--- src/inc/fdr_pkg.sv ---
// Constants for the fieldbus diagnosis record framer
package fdr_pkg;
  localparam int          REC_LEN      = 32;
  localparam int          HEADS        = 8;
  localparam int          CMD_LEN      = 11;
  localparam logic [7:0]  STD_LEN      = 8'h06;
  localparam int          B_SIZE       = 6;
  localparam int          B_HIGH       = 10;
  localparam int          B_BOXERR     = 11;
  localparam int          B_CMD0       = 12;
  localparam int          B_HEAD0      = 23;
  localparam int          B_ID_HI      = 4;
  localparam int          B_ID_LO      = 5;
  localparam logic [7:0]  DIAG_SIZE    = 8'h20;
  // Box error bits
  localparam int          BX_SELFTEST  = 0;
  localparam int          BX_AMBIENT   = 1;
  localparam int          BX_HEADCOMM  = 2;
  localparam int          BX_PARAM     = 3;
  localparam int          BX_REGWR     = 4;
  // Head error bits
  localparam int          HD_OBJ       = 0;
  localparam int          HD_INT       = 1;
  localparam int          HD_PARAM     = 2;
  localparam int          HD_REGWR     = 3;
  localparam int          HD_SELFTEST  = 4;
  localparam int          HD_CABLE     = 6;
  // Register map, word offsets in bytes
  localparam logic [7:0]  A_REC        = 8'h00;
  localparam logic [7:0]  A_STATUS     = 8'h80;
  localparam logic [7:0]  A_MASK       = 8'h84;
  localparam logic [7:0]  A_CMD        = 8'h88;
  localparam logic [7:0]  A_ID         = 8'h8c;
  localparam logic [7:0]  REC_SPAN     = 8'h80;
  localparam logic [15:0] UNIT_ID_DEF  = 16'h1234; // Arbitrary value
endpackage

--- src/hdl/fdr_diag_record.sv ---
// Diagnosis record framer with register port and interrupt
//
// Decided for this implementation: the register offsets and strobed register access.
`timescale 1ns/1ps
// What this block does
// - Record fills the first 32 bytes of the diagnosis area.
// - Bytes 0-5 standard diagnosis; bytes 4 and 5 hold unit id.
// - Byte 6 carries the diagnosis data length.
// - Byte 10 holds the highest connected head address.
// - Bytes 12-22 hold ASCII text of the last failed command.
// - Byte 11 box bits: 0 self-test, 1 ambient, 3 parameter, 4 write.
// - Box bit 2 set when any head communication fails.
// - Bytes 23-30 hold per-head error bytes in head order.
// - Head bit 6 set when registered but not connected.
module fdr_diag_record #(
  parameter logic [15:0] UNIT_ID = fdr_pkg::UNIT_ID_DEF
) (
  input  wire logic        clk,
  input  wire logic        rst,
  input  wire logic        ce,
  input  wire logic [7:0]  addr,
  input  wire logic [31:0] wdata,
  input  wire logic        wr,
  input  wire logic        rd,
  output logic      [31:0] rdata,
  output logic             irq,
  input  wire logic [4:0]  box_err,
  input  wire logic [7:0]  head_comm_fail,
  input  wire logic [7:0]  head_connected,
  input  wire logic [7:0]  head_registered,
  input  wire logic [39:0] head_err,
  input  wire logic [7:0]  std_diag0,
  input  wire logic [7:0]  std_diag1,
  input  wire logic [7:0]  std_diag2,
  input  wire logic [7:0]  std_diag3,
  input  wire logic        cmd_fail,
  input  wire logic [87:0] cmd_text,
  output logic [255:0]     rec_q
);
  // =========================================================
  // Record assembly
  // =========================================================
  logic [7:0]   box_q;
  logic [7:0]   high_q;
  logic [87:0]  cmd_q;
  logic [63:0]  heads_q;
  logic [31:0]  std_q;
  logic [7:0]   status_q;
  logic [7:0]   mask_q;
  logic [7:0]   ev;
  logic [7:0]   box_prev_q;

  // Reserved and spare bit positions of a head byte
  localparam int HD_RSV   = 5;
  localparam int HD_SPARE = 7;

  function automatic logic [7:0] top_head(input logic [7:0] c);
    logic [7:0] r;
    r = 8'h00;
    for (int i = 0; i < fdr_pkg::HEADS; i++)
      if (c[i]) r = 8'(i + 1);
    return r;
  endfunction

  always_ff @(posedge clk or posedge rst)
  begin
    if (rst)
    begin
      box_q   <= 8'h00;
      high_q  <= 8'h00;
      heads_q <= 64'h0;
      std_q   <= 32'h0;
    end
    else if (ce)
    begin
      std_q  <= {std_diag3, std_diag2, std_diag1, std_diag0};
      high_q <= top_head(head_connected);
      box_q  <= 8'h00;
      box_q[fdr_pkg::BX_SELFTEST] <= box_err[fdr_pkg::BX_SELFTEST];
      box_q[fdr_pkg::BX_AMBIENT]  <= box_err[fdr_pkg::BX_AMBIENT];
      box_q[fdr_pkg::BX_PARAM]    <= box_err[fdr_pkg::BX_PARAM];
      box_q[fdr_pkg::BX_REGWR]    <= box_err[fdr_pkg::BX_REGWR];
      box_q[fdr_pkg::BX_HEADCOMM] <= box_err[fdr_pkg::BX_HEADCOMM]
                                     | (|head_comm_fail);
      for (int h = 0; h < fdr_pkg::HEADS; h++)
      begin
        heads_q[h*8 +: 8] <= {1'b0,
          head_registered[h] & ~head_connected[h],
          1'b0,
          head_err[h*5 +: 5]};
      end
    end
  end

  // Only a failing answer replaces the stored command text
  always_ff @(posedge clk or posedge rst)
  begin
    if (rst)
      cmd_q <= 88'h0;
    else if (ce && cmd_fail)
      cmd_q <= cmd_text;
  end

  always_ff @(posedge clk or posedge rst)
  begin
    if (rst)
      rec_q <= '0;
    else if (ce)
    begin
      rec_q <= '0;
      rec_q[31:0]    <= std_q;
      rec_q[39:32]   <= UNIT_ID[15:8];
      rec_q[47:40]   <= UNIT_ID[7:0];
      rec_q[55:48]   <= fdr_pkg::DIAG_SIZE;
      rec_q[87:80]   <= high_q;
      rec_q[95:88]   <= box_q;
      for (int k = 0; k < fdr_pkg::CMD_LEN; k++)
        rec_q[(fdr_pkg::B_CMD0+k)*8 +: 8] <= cmd_q[k*8 +: 8];
      rec_q[247:184] <= heads_q;
    end
  end

  // =========================================================
  // Interrupt: one sticky bit per box error rising
  // =========================================================
  assign ev = {3'b000, box_q[4:0] & ~box_prev_q[4:0]};

  always_ff @(posedge clk or posedge rst)
  begin
    if (rst)
    begin
      status_q   <= 8'h00;
      box_prev_q <= 8'h00;
      mask_q     <= 8'h00;
      irq        <= 1'b0;
    end
    else if (ce)
    begin
      box_prev_q <= box_q;
      // Set wins over a same-cycle write-one clear
      if (wr && addr == fdr_pkg::A_STATUS)
        status_q <= (status_q & ~wdata[7:0]) | ev;
      else
        status_q <= status_q | ev;
      if (wr && addr == fdr_pkg::A_MASK)
        mask_q <= wdata[7:0];
      irq <= |(status_q & mask_q);
    end
  end

  // =========================================================
  // Register read port
  // =========================================================
  always_ff @(posedge clk or posedge rst)
  begin
    if (rst)
      rdata <= 32'h0;
    else if (ce)
    begin
      rdata <= 32'h0;
      if (rd)
      begin
        // Only eight record words exist; the rest of the span reads zero
        if (addr < 8'(fdr_pkg::REC_LEN))
          rdata <= rec_q[addr[4:2]*32 +: 32];
        else if (addr == fdr_pkg::A_STATUS)
          rdata <= {24'h0, status_q};
        else if (addr == fdr_pkg::A_MASK)
          rdata <= {24'h0, mask_q};
        else if (addr == fdr_pkg::A_ID)
          rdata <= {16'h0, UNIT_ID};
      end
    end
  end

  // =========================================================
  // Checks
  // =========================================================
  AST_SIZE: assert property (@(posedge clk) disable iff (rst)
    ce |=> rec_q[55:48] == fdr_pkg::DIAG_SIZE)
    else $error("size byte wrong");
  AST_RSV: assert property (@(posedge clk) disable iff (rst)
    rec_q[79:56] == 24'h0 && rec_q[189] == 1'b0)
    else $error("reserved not zero");
  AST_COMM: assert property (@(posedge clk) disable iff (rst)
    (ce && |head_comm_fail) ##1 ce [*2] |-> rec_q[90])
    else $error("comm bit missing");
  AST_CABLE: assert property (@(posedge clk) disable iff (rst)
    (ce && head_registered[0] && !head_connected[0]) ##1 ce [*2]
    |-> rec_q[190])
    else $error("cable bit missing");
  AST_CMD: assert property (@(posedge clk) disable iff (rst)
    (ce && cmd_fail) ##1 ce [*2]
    |-> rec_q[103:96] == $past(cmd_text[7:0], 2))
    else $error("command text wrong");
  AST_ID: assert property (@(posedge clk) disable iff (rst)
    ce |=> rec_q[47:32] == {UNIT_ID[7:0], UNIT_ID[15:8]})
    else $error("unit id wrong");
  AST_TAIL: assert property (@(posedge clk) disable iff (rst)
    rec_q[255:248] == 8'h00)
    else $error("byte 31 not zero");
  AST_HIGH: assert property (@(posedge clk) disable iff (rst)
    (ce && head_connected == 8'h80) ##1 ce [*2] |-> rec_q[87:80] == 8'h08)
    else $error("highest head wrong");

  // =========================================================
  // Box byte checks, two-stage latency
  // =========================================================
  for (genvar b = 0; b < 5; b++)
  begin : g_box_chk
    if (b != fdr_pkg::BX_HEADCOMM)
    begin : g_plain
      AST_BOX_BIT: assert property (@(posedge clk) disable iff (rst)
        ce ##1 ce |=> rec_q[fdr_pkg::B_BOXERR*8 + b]
                      == $past(box_err[b], 2))
        else $error("box error bit wrong");
    end
  end

  AST_COMM_ANY: assert property (@(posedge clk) disable iff (rst)
    ce ##1 ce |=> rec_q[fdr_pkg::B_BOXERR*8 + fdr_pkg::BX_HEADCOMM]
      == $past(box_err[fdr_pkg::BX_HEADCOMM] | (|head_comm_fail), 2))
    else $error("comm bit does not follow inputs");

  AST_BOX_TOP: assert property (@(posedge clk) disable iff (rst)
    rec_q[fdr_pkg::B_BOXERR*8+5 +: 3] == 3'h0)
    else $error("box spare bits not zero");

  AST_STD: assert property (@(posedge clk) disable iff (rst)
    ce ##1 ce |=> rec_q[31:0]
      == $past({std_diag3, std_diag2, std_diag1, std_diag0}, 2))
    else $error("standard bytes wrong");

  // =========================================================
  // Head byte checks
  // =========================================================
  for (genvar g = 0; g < fdr_pkg::HEADS; g++)
  begin : g_head_chk
    AST_HEAD_BITS: assert property (@(posedge clk) disable iff (rst)
      ce ##1 ce |=> rec_q[(fdr_pkg::B_HEAD0+g)*8 +: 5]
                    == $past(head_err[g*5 +: 5], 2))
      else $error("head error bits wrong");

    AST_HEAD_CAB: assert property (@(posedge clk) disable iff (rst)
      ce ##1 ce |=> rec_q[(fdr_pkg::B_HEAD0+g)*8 + fdr_pkg::HD_CABLE]
        == $past(head_registered[g] & ~head_connected[g], 2))
      else $error("cable break bit wrong");

    AST_HEAD_RSV: assert property (@(posedge clk) disable iff (rst)
      rec_q[(fdr_pkg::B_HEAD0+g)*8 + HD_RSV] == 1'b0
      && rec_q[(fdr_pkg::B_HEAD0+g)*8 + HD_SPARE] == 1'b0)
      else $error("head reserved bit set");
  end

  // =========================================================
  // Command text checks, every byte
  // =========================================================
  for (genvar k = 0; k < fdr_pkg::CMD_LEN; k++)
  begin : g_cmd_chk
    AST_CMD_BYTE: assert property (@(posedge clk) disable iff (rst)
      (ce && cmd_fail) ##1 ce [*2]
      |-> rec_q[(fdr_pkg::B_CMD0+k)*8 +: 8] == $past(cmd_text[k*8 +: 8], 2))
      else $error("command byte wrong");
  end

  // =========================================================
  // Register port and interrupt checks
  // =========================================================
  AST_RD_IDLE: assert property (@(posedge clk) disable iff (rst)
    ce && !rd |=> rdata == 32'h0)
    else $error("read data without strobe");

  AST_RD_ID: assert property (@(posedge clk) disable iff (rst)
    ce && rd && addr == fdr_pkg::A_ID |=> rdata == {16'h0, UNIT_ID})
    else $error("unit id read wrong");

  AST_RD_HOLE: assert property (@(posedge clk) disable iff (rst)
    ce && rd && addr >= 8'(fdr_pkg::REC_LEN) && addr < fdr_pkg::REC_SPAN
    |=> rdata == 32'h0)
    else $error("hole in record span not zero");

  AST_MASK_WR: assert property (@(posedge clk) disable iff (rst)
    ce && wr && addr == fdr_pkg::A_MASK |=> mask_q == $past(wdata[7:0]))
    else $error("mask write lost");

  AST_STICKY: assert property (@(posedge clk) disable iff (rst)
    ce && !(wr && addr == fdr_pkg::A_STATUS)
    |=> (status_q & $past(status_q)) == $past(status_q))
    else $error("status bit lost without clear");

  AST_SET_WINS: assert property (@(posedge clk) disable iff (rst)
    ce && ev[0] |=> status_q[0])
    else $error("event lost against clear");

  AST_IRQ: assert property (@(posedge clk) disable iff (rst)
    ce |=> irq == |($past(status_q) & $past(mask_q)))
    else $error("interrupt level wrong");

  // Frozen clock enable must hold the record, status, read data and interrupt
  AST_FREEZE: assert property (@(posedge clk) disable iff (rst)
    !ce |=> $stable(rec_q) && $stable(status_q) && $stable(rdata)
            && $stable(irq))
    else $error("state moved while frozen");

  CV_IRQ: cover property (@(posedge clk) disable iff (rst) irq);
  CV_FRZ: cover property (@(posedge clk) disable iff (rst) !ce);
  CV_CLR: cover property (@(posedge clk) disable iff (rst)
    ce && wr && addr == fdr_pkg::A_STATUS && (|status_q));
  CV_CMD: cover property (@(posedge clk) disable iff (rst) ce && cmd_fail);
  CV_CAB: cover property (@(posedge clk) disable iff (rst) rec_q[190]);
endmodule // fdr_diag_record

--- config.mk ---
export PLATFORM = sky130hd
export DESIGN_NAME = fdr_diag_record
export DESIGN_NICKNAME = d
export VERILOG_FILES = /design/src/inc/fdr_pkg.sv /design/src/hdl/fdr_diag_record.sv
export SDC_FILE = /design/constraint.sdc
export NUM_CORES = 1
export LEC_CHECK = 0
export ABC_AREA = 1
export BUFFER_PORTS_ARGS = -buffer_cell sky130_fd_sc_hd__buf_2
export CORE_MARGIN = 1.5
export CORE_UTILIZATION = 30
export DETAILED_ROUTE_END_ITERATION = 8
export GPL_TIMING_DRIVEN = 0
export PLACE_DENSITY_LB_ADDON = 0.15
export RECOVER_POWER = 25
export SETUP_SLACK_MARGIN = 0.02
export SYNTH_ARGS = -nofsm -noshare
export SYNTH_HDL_FRONTEND = slang
export SYNTH_SLANG_ARGS = --single-unit
--- constraint.sdc ---
create_clock -name clk -period 15.7 [get_ports clk]
set_clock_uncertainty 0.1 [all_clocks]
set_input_delay 0.785 -clock clk [delete_from_list [all_inputs] [get_ports clk]]
set_output_delay 0.785 -clock clk [all_outputs]
set_load 0.02 [all_outputs]
### After elaboration in Yosys (flattened, before gate mapping)

Cells that the tools add are included.

* flip-flop bits (word level): 422
* input bits: 235
* output and inout bits: 289

* magnitude comparators: 1
* equal/unequal tests: 3
* shifts and indexed selects: 1
* muxes and demuxes: 14
* bitwise logic cells: 24
* reductions and logical operators: 6

Operators by type and width (number)
* 256-bit by 9-bit indexed part select with 32-bit output: 1
* 32-bit two-way mux: 2
* 8-bit two-way mux: 8
* 13-bit two-way mux: 3
* 8-bit equality test (second input constant): 3
* 8-bit bitwise AND: 2
* 8-bit by 5-bit bitwise OR with 8-bit output: 2
* 8-bit OR reduction: 2
* 1-bit bitwise AND: 8
* 8-bit by 6-bit < comparator with 1-bit output (second input constant): 1
* 1-bit NOT: 8
* 8-bit NOT: 1
* 5-bit bitwise AND: 1
* 5-bit NOT: 1
* 1-bit logical AND: 3
* 2-bit AND reduction: 1
* 1-bit two-way mux: 1
* 1-bit bitwise OR: 1

### Longest topological paths before layout

Gate-level depths: netlist (run 1).

* word-level depth: 8
* depth in mapped cells: 10

### Worst setup path after synthesis (run 1)

OpenSTA, ideal clock, no wires.

* path type: input to register
* start: input addr[4]
* end: register mask_q[0]
* arrival time: 1627 ps
* required time: 15483 ps
* setup slack: 13856 ps
* cell stages on the path: 8
* path buffers: 2
* cells stage by stage: buf_6 > inv_2 > nand2_1 > nor2_4 > nand3_4 > buf_6 > nand2_1 > o21ai_2

* word-level cells in the longest chain between the ends: 3

Ends and longest elaborated chain
* from (decl): RTL line fdr_diag_record.sv:21 `input wire logic [7:0] addr,`
* 8-bit equality test: RTL line fdr_diag_record.sv:145 `if (wr && addr == fdr_pkg::A_MASK)`
* 1-bit logical AND: RTL line fdr_diag_record.sv:145
* 2-bit AND reduction (no line)
* to (signal assigned): RTL line fdr_diag_record.sv:146 `mask_q <= wdata[7:0];`
* to (decl): RTL line fdr_diag_record.sv:49 `logic [7:0] mask_q;`

Every way passes these cells.
A chain may end at the register's enable or synchronous reset.

==> impl_metrics.csv, run 1 <==
group,metric,value,unit
synthesis,synth_common_cells,"nand2_1, dfrtp_1, o21ai_0",
synthesis,synth_warnings,0,
die,die_h,245,um
sta,period_share,0.409,
worst_setup_path,cp.required,15290,ps
synthesis,synth.most_common_cell,"nand2_1",
sta,tightest_slew,4210,ps
route,vias_per_cell,4.62,
synthesis,ys_ff_latch,404,
synthesis,yosysSeqAreaShare,0.574,
worst_setup_path,path_class,"input port to async pin",
synthesis,synth_top_area_share,0.574,
clock_tree,cts-root-buf,"clkbuf_16",
clock_tree,ctsHoldBuffers,0,
global_route,track_usage,0.239,
clock_tree,numClockSinks,404,
layout,seqCellArea,10100,um^2
die,coreArea,57900,um^2
layout,post-route-util,0.390,
clock_tree,cts_resized,0,
global_route,first_global_vias,15014,
synthesis,synth_edf_count,0,
layout,drive_gt1_frac,0.294,
sta,drv_slew,153,
layout,nNetsFinal,2702,
synthesis,syn_inst,1919,
worst_setup_path,cp-start-kind,"input port",
clock_tree,cts_setup_buffers,0,
route,drt-met1-wl,32200,um
synthesis,async_reset_ff_frac,1.00,
route,routed_wl,73300,um
placement,dpl-instance-area,21100,um^2
clock_tree,ctsLongestPathBuffers,3,
clock_tree,clock_latency,590,ps
global_route,grt_max_degree,131,
die,die_width,245,um
clock_tree,clk_pin_slew,60,ps
sta,maxSlewHeadroom,-1.81,
synthesis,synth_ff_type,"dfrtp_1",
worst_setup_path,critPathArrivalTime,6010,ps
sta,setup_viol,0,
sta,fmax,156,MHz
placement,gp_congestion,0.879,
route,ant_nets,0,
die,pin_count,524,
clock_tree,numCtsBuffers,46,
global_route,grt_pass1_wl,103000,um
layout,multi_input_area,6050,um^2
route,wl_met2,35000,um
sta,hold_viol,0,
clock_tree,tritoncts,"done",
job,cap_violations,2,
route,wl_met3,4270,um
die,start_util,0.304,
route,vias,15119,
worst_setup_path,ff2ff_setup_slack,13960,ps
power_and_ir_drop,leakage,11.9,nW
layout,syn2layout_area_growth,28.2,%
power_and_ir_drop,p_per_area,127,nW/um^2
layout,n_fill_cell,6000,
worst_setup_path,cp_max_fo,77,
global_route,grt_antenna_before_repair,5,
power_and_ir_drop,power.total,2.87,mW
sta,finalCriticalPeriod,6420,ps
clock_tree,htree_levels,2,
layout,fin_cells,3270,
placement,dp_hpwl,58200,um
route,drt_first_pass_iters,5,
sta,rsz0062_at_grt,"false",
route,wl_per_cell,22.4,um
synthesis,synth.area.top_cells,"dfrtp_1, nand2_1, o21ai_0, mux2_2, buf_4",
status,status,"finished with violations",
synthesis,yosysUniqueCellTypes,35,
placement,dpl.cell_count,3184,
synthesis,synth_area,17600,um^2
worst_setup_path,end_kind,"async pin",
placement,numPortBuffers,425,
synthesis,avgSynthCellArea,9.18,um^2
layout,final_area,22600,um^2
die,die_area,60200,um^2
route,drt_iter0_markers,987,
power_and_ir_drop,ir_drop,72.8,uV
synthesis,yosysTopAreaCell,"dfrtp_1",
die,fp-row-count,88,
hold_path,hold_path_class,"input port to flip-flop",
route,top_layer_used,"met5",
route,drc_errors,0,
global_route,grt-ovfl-total,0,
status,violations,"max-capacitance violations, max-slew violations",
## final timing paths
path	from	endpoint	cells after the start
worst min register to register	heads_q[51]	heads_q[51]	2
max in group clk	ce	std_q[2]	6
worst min-delay path	std_diag1[5]	std_q[13]	3
worst max-delay path	rst	rdata[3]	3
worst max register to register	rec_q[53]	rdata[1]	6
min in group asynchronous	rst	box_q[2]	2
## state kept, by name, summed over array words and instances (netlist names)
register    flops
irq             1
std_q          32
box_q           5
rec_q         174
heads_q        48
cmd_q          88
mask_q          8
high_q          4
rdata          32
box_prev_q      4
status_q        8
## layout by cell type (no fill, tap or decap), types with 8 or more instances in the layout
cell	netlist	layout
mux2_1	20	20
o21ai_1	16	16
o21ai_2	8	8
dfrtp_1	404	404
buf_4	83	81
clkbuf_16	0	46
conb_1	1	73
o211ai_1	28	28
inv_1	159	158
nand2_1	670	670
mux2_2	68	68
buf_2	61	477
clkbuf_1	29	49
clkinv_2	0	8
o21ai_0	181	181
o221ai_1	11	11
a21oi_1	25	25
nand3_1	86	86
nor2_1	26	26
## per-layer routing
layer  vias to the layer above  global-route usage
li1                       7083                   -
met1                      7480               0.321
met2                       465               0.390
met3                        85              0.0476
met4                         6              0.0677
met5                         -                   0
## metrics by stage
stage | hold slack [ps] | setup slack [ps] | setup TNS [ps]
global route | 286 | 7950 | 0
global placement | 356 | -1180 | -457110
CTS | 177 | 13350 | 0
floorplan | 342 | 3580 | 0
finish | 293 | 9280 | 0
detailed placement | 359 | 12840 | 0
## power breakdown
group	switching, mW	total (mW)	leakage, nW	internal (mW)
Combinational	0.334	0.494	6.21	0.161
Sequential	0.0946	1.25	4.97	1.16
Clock	0.459	1.13	0.752	0.668
Total	0.887	2.87	11.9	1.99
## critical path, cell delays in order
cell	delay (ps)
buf_2	100
clkinvlp_2	1970
clkbuf_1	3060
## cell type report
cell class / count / share of cell area
plain buffers: 181 / 0.0485
clock inverters: 23 / 0.0132
diodes: 3 / 0.000332
clock buffers: 60 / 0.0559
inverters: 164 / 0.0274
multi-input cells: 1242 / 0.268
flip-flops and latches: 404 / 0.448
well taps: 765 / 0.0424
repair buffers: 428 / 0.0967
## cells by family after synthesis
logic type             synth area share
multiplexers                     0.0562
other                          0.000213
flip-flops                        0.574
AND/OR/NAND/NOR                   0.182
AO/OA/AOI/OAI                    0.0892
buffers and inverters            0.0982
No activity file was read; power rests on OpenSTA's default activity.
==> run 2: changes to the inputs <==
==> constraint.sdc (replaced) <==
create_clock -name clk -period 5.4 [get_ports clk]
set_clock_uncertainty 0.1 [all_clocks]
set_input_delay 0.27 -clock clk [delete_from_list [all_inputs] [get_ports clk]]
set_output_delay 0.27 -clock clk [all_outputs]
set_load 0.02 [all_outputs]
==> impl_metrics.csv, run 2 (synthesis gave the netlist of run 1 again) <==
group,metric,value,unit
worst_setup_path,critPathMaxStageDelay,810,ps
layout,final_cell_mix,"nand2_1, buf_2, dfrtp_1",
sta,setup_viol,0,
hold_path,worstHoldStart,"head_connected[6]",
worst_setup_path,r2r-end,"rdata[1]",
route,top_layer_used,"met4",
worst_setup_path,ff2ff_setup_slack,3700,ps
layout,largest_reg_flops,174,
sta,maxSlewHeadroom,-0.0357,
sta,fmax,320,MHz
layout,nNetsFinal,2910,
hold_path,hold_end,"high_q[0]",
route,drt_first_pass_iters,5,
clock_tree,htree_levels,2,
job,cap_violations,1,
placement,dpl-instance-area,21200,um^2
clock_tree,tritoncts,"done",
layout,layout_commonest_cell,"nand2_1",
worst_setup_path,r2r_cells,6,
clock_tree,cts_setup_buffers,0,
hold_path,hold_path_class,"input port to flip-flop",
placement,dp_hpwl,58700,um
layout,top_regs,"rec_q x174, cmd_q x88, heads_q x48",
clock_tree,cts_resized,0,
route,drt-met1-wl,32300,um
power_and_ir_drop,p_per_area,353,nW/um^2
layout,top_register,"rec_q",
worst_setup_path,cp-start-kind,"input port",
worst_setup_path,cp_max_fo,10,
layout,drive_gt1_frac,0.272,
worst_setup_path,path_class,"input port to flip-flop",
route,vias,16013,
sta,period_share,0.578,
global_route,first_global_vias,16083,
clock_tree,numCtsBuffers,50,
sta,hold_viol,0,
clock_tree,numClockSinks,404,
worst_setup_path,end_kind,"flip-flop",
hold_path,whs_path_depth,5,
worst_setup_path,cp.required,5830,ps
route,drc_errors,0,
route,ant_nets,0,
layout,syn2layout_area_growth,41.1,%
die,die_width,245,um
worst_setup_path,crit_chain,"clkbuf_1 > clkbuf_1 > clkbuf_1 > buf_2 > nand3_1 > dlygate4sd3_1 > nand2_1",
layout,fin_cells,3481,
clock_tree,clk_pin_slew,60,ps
route,drt_iter0_markers,812,
die,die_h,245,um
sta,drv_slew,28,
die,start_util,0.304,
layout,post-route-util,0.429,
route,wl_met2,35800,um
sta,rsz0062_at_grt,"false",
global_route,grt_pass1_wl,108000,um
power_and_ir_drop,ir_drop,249,uV
route,wl_per_cell,21.7,um
worst_setup_path,critPathArrivalTime,3550,ps
placement,dpl.cell_count,3192,
die,pin_count,524,
die,die_area,60200,um^2
die,coreArea,57900,um^2
worst_setup_path,r2r_start,"rec_q[53]",
global_route,track_usage,0.247,
route,wl_met3,4500,um
global_route,grt-ovfl-total,0,
status,violations,"max-capacitance violations, max-slew violations",
sta,finalSetupTns,0,ps
clock_tree,cts-root-buf,"clkbuf_16",
die,fp-row-count,88,
layout,final_area,24900,um^2
sta,finalCriticalPeriod,3120,ps
placement,numPortBuffers,425,
global_route,grt_max_degree,42,
clock_tree,ctsHoldBuffers,196,
power_and_ir_drop,leakage,12.9,nW
route,routed_wl,75500,um
sta,tightest_slew,1550,ps
placement,gp_congestion,0.873,
worst_setup_path,cpMostUsedCell,"clkbuf_1",
clock_tree,clock_latency,590,ps
global_route,grt_antenna_before_repair,3,
worst_setup_path,crit_slowest_cell,"clkbuf_1",
route,vias_per_cell,4.60,
clock_tree,ctsLongestPathBuffers,3,
status,status,"finished with violations",
## run 2: cell count changes in the layout (fill, tap and decap cells not counted), moves of 7 or more
cell	before	now
clkbuf_16	46	53
dlygate4sd3_1	0	196
clkbuf_8	6	18
o21ai_0	181	190
buf_12	0	11
clkbuf_1	49	56
## run 2: cell type report
cell class	count	area, um^2
Antenna cell	1	2.50
Buffer	181	1070
Clock buffer	79	1600
Clock inverter	13	179
Fill cell	5846	33100
Inverter	164	619
Multi-Input combinational cell	1242	6010
Sequential cell	404	10100
Tap cell	765	957
Timing Repair Buffer	632	4310
## run 2: metrics by stage
step                      total power, mW  setup slack (ps)  hold slack (ps)
after CTS                            8.87              3210             11.9
after detailed placement             5.17              3130              335
after floorplan                      4.43              -412              287
final                                8.78              2280             28.1
after global routing                 9.17              2320             43.9
after global placement               5.13             -3020              349
## run 2: how the worst max path moves through the flow
stage / endpoint / start / depth (start not counted)
2_1_floorplan: box_prev_q[0] / rst / 1
3_3_place_gp: cmd_q[48] / rst / 2
3_5_place_dp: cmd_q[48] / rst / 7
4_1_cts: std_q[17] / rst / 8
5_1_grt: heads_q[6] / ce / 7
6_report: heads_q[6] / ce / 7
## run 2: per-layer routing
layer | up-vias | track usage
met1 | 7884 | 0.322
met5 | - | 0
met4 | 0 | 0.0965
met2 | 535 | 0.407
li1 | 7490 | -
met3 | 104 | 0.0445
## run 2: critical path: cells and delay by family
kind / cells / cell delay [ps]
buffers and inverters: 5 / 3030
AND/OR/NAND/NOR: 2 / 210
## run 2: report_power, final
group / internal (mW) / switching [mW]
registers: 3.37 / 0.276
logic: 0.568 / 1.00
clock network: 2.22 / 1.34
total: 6.16 / 2.62
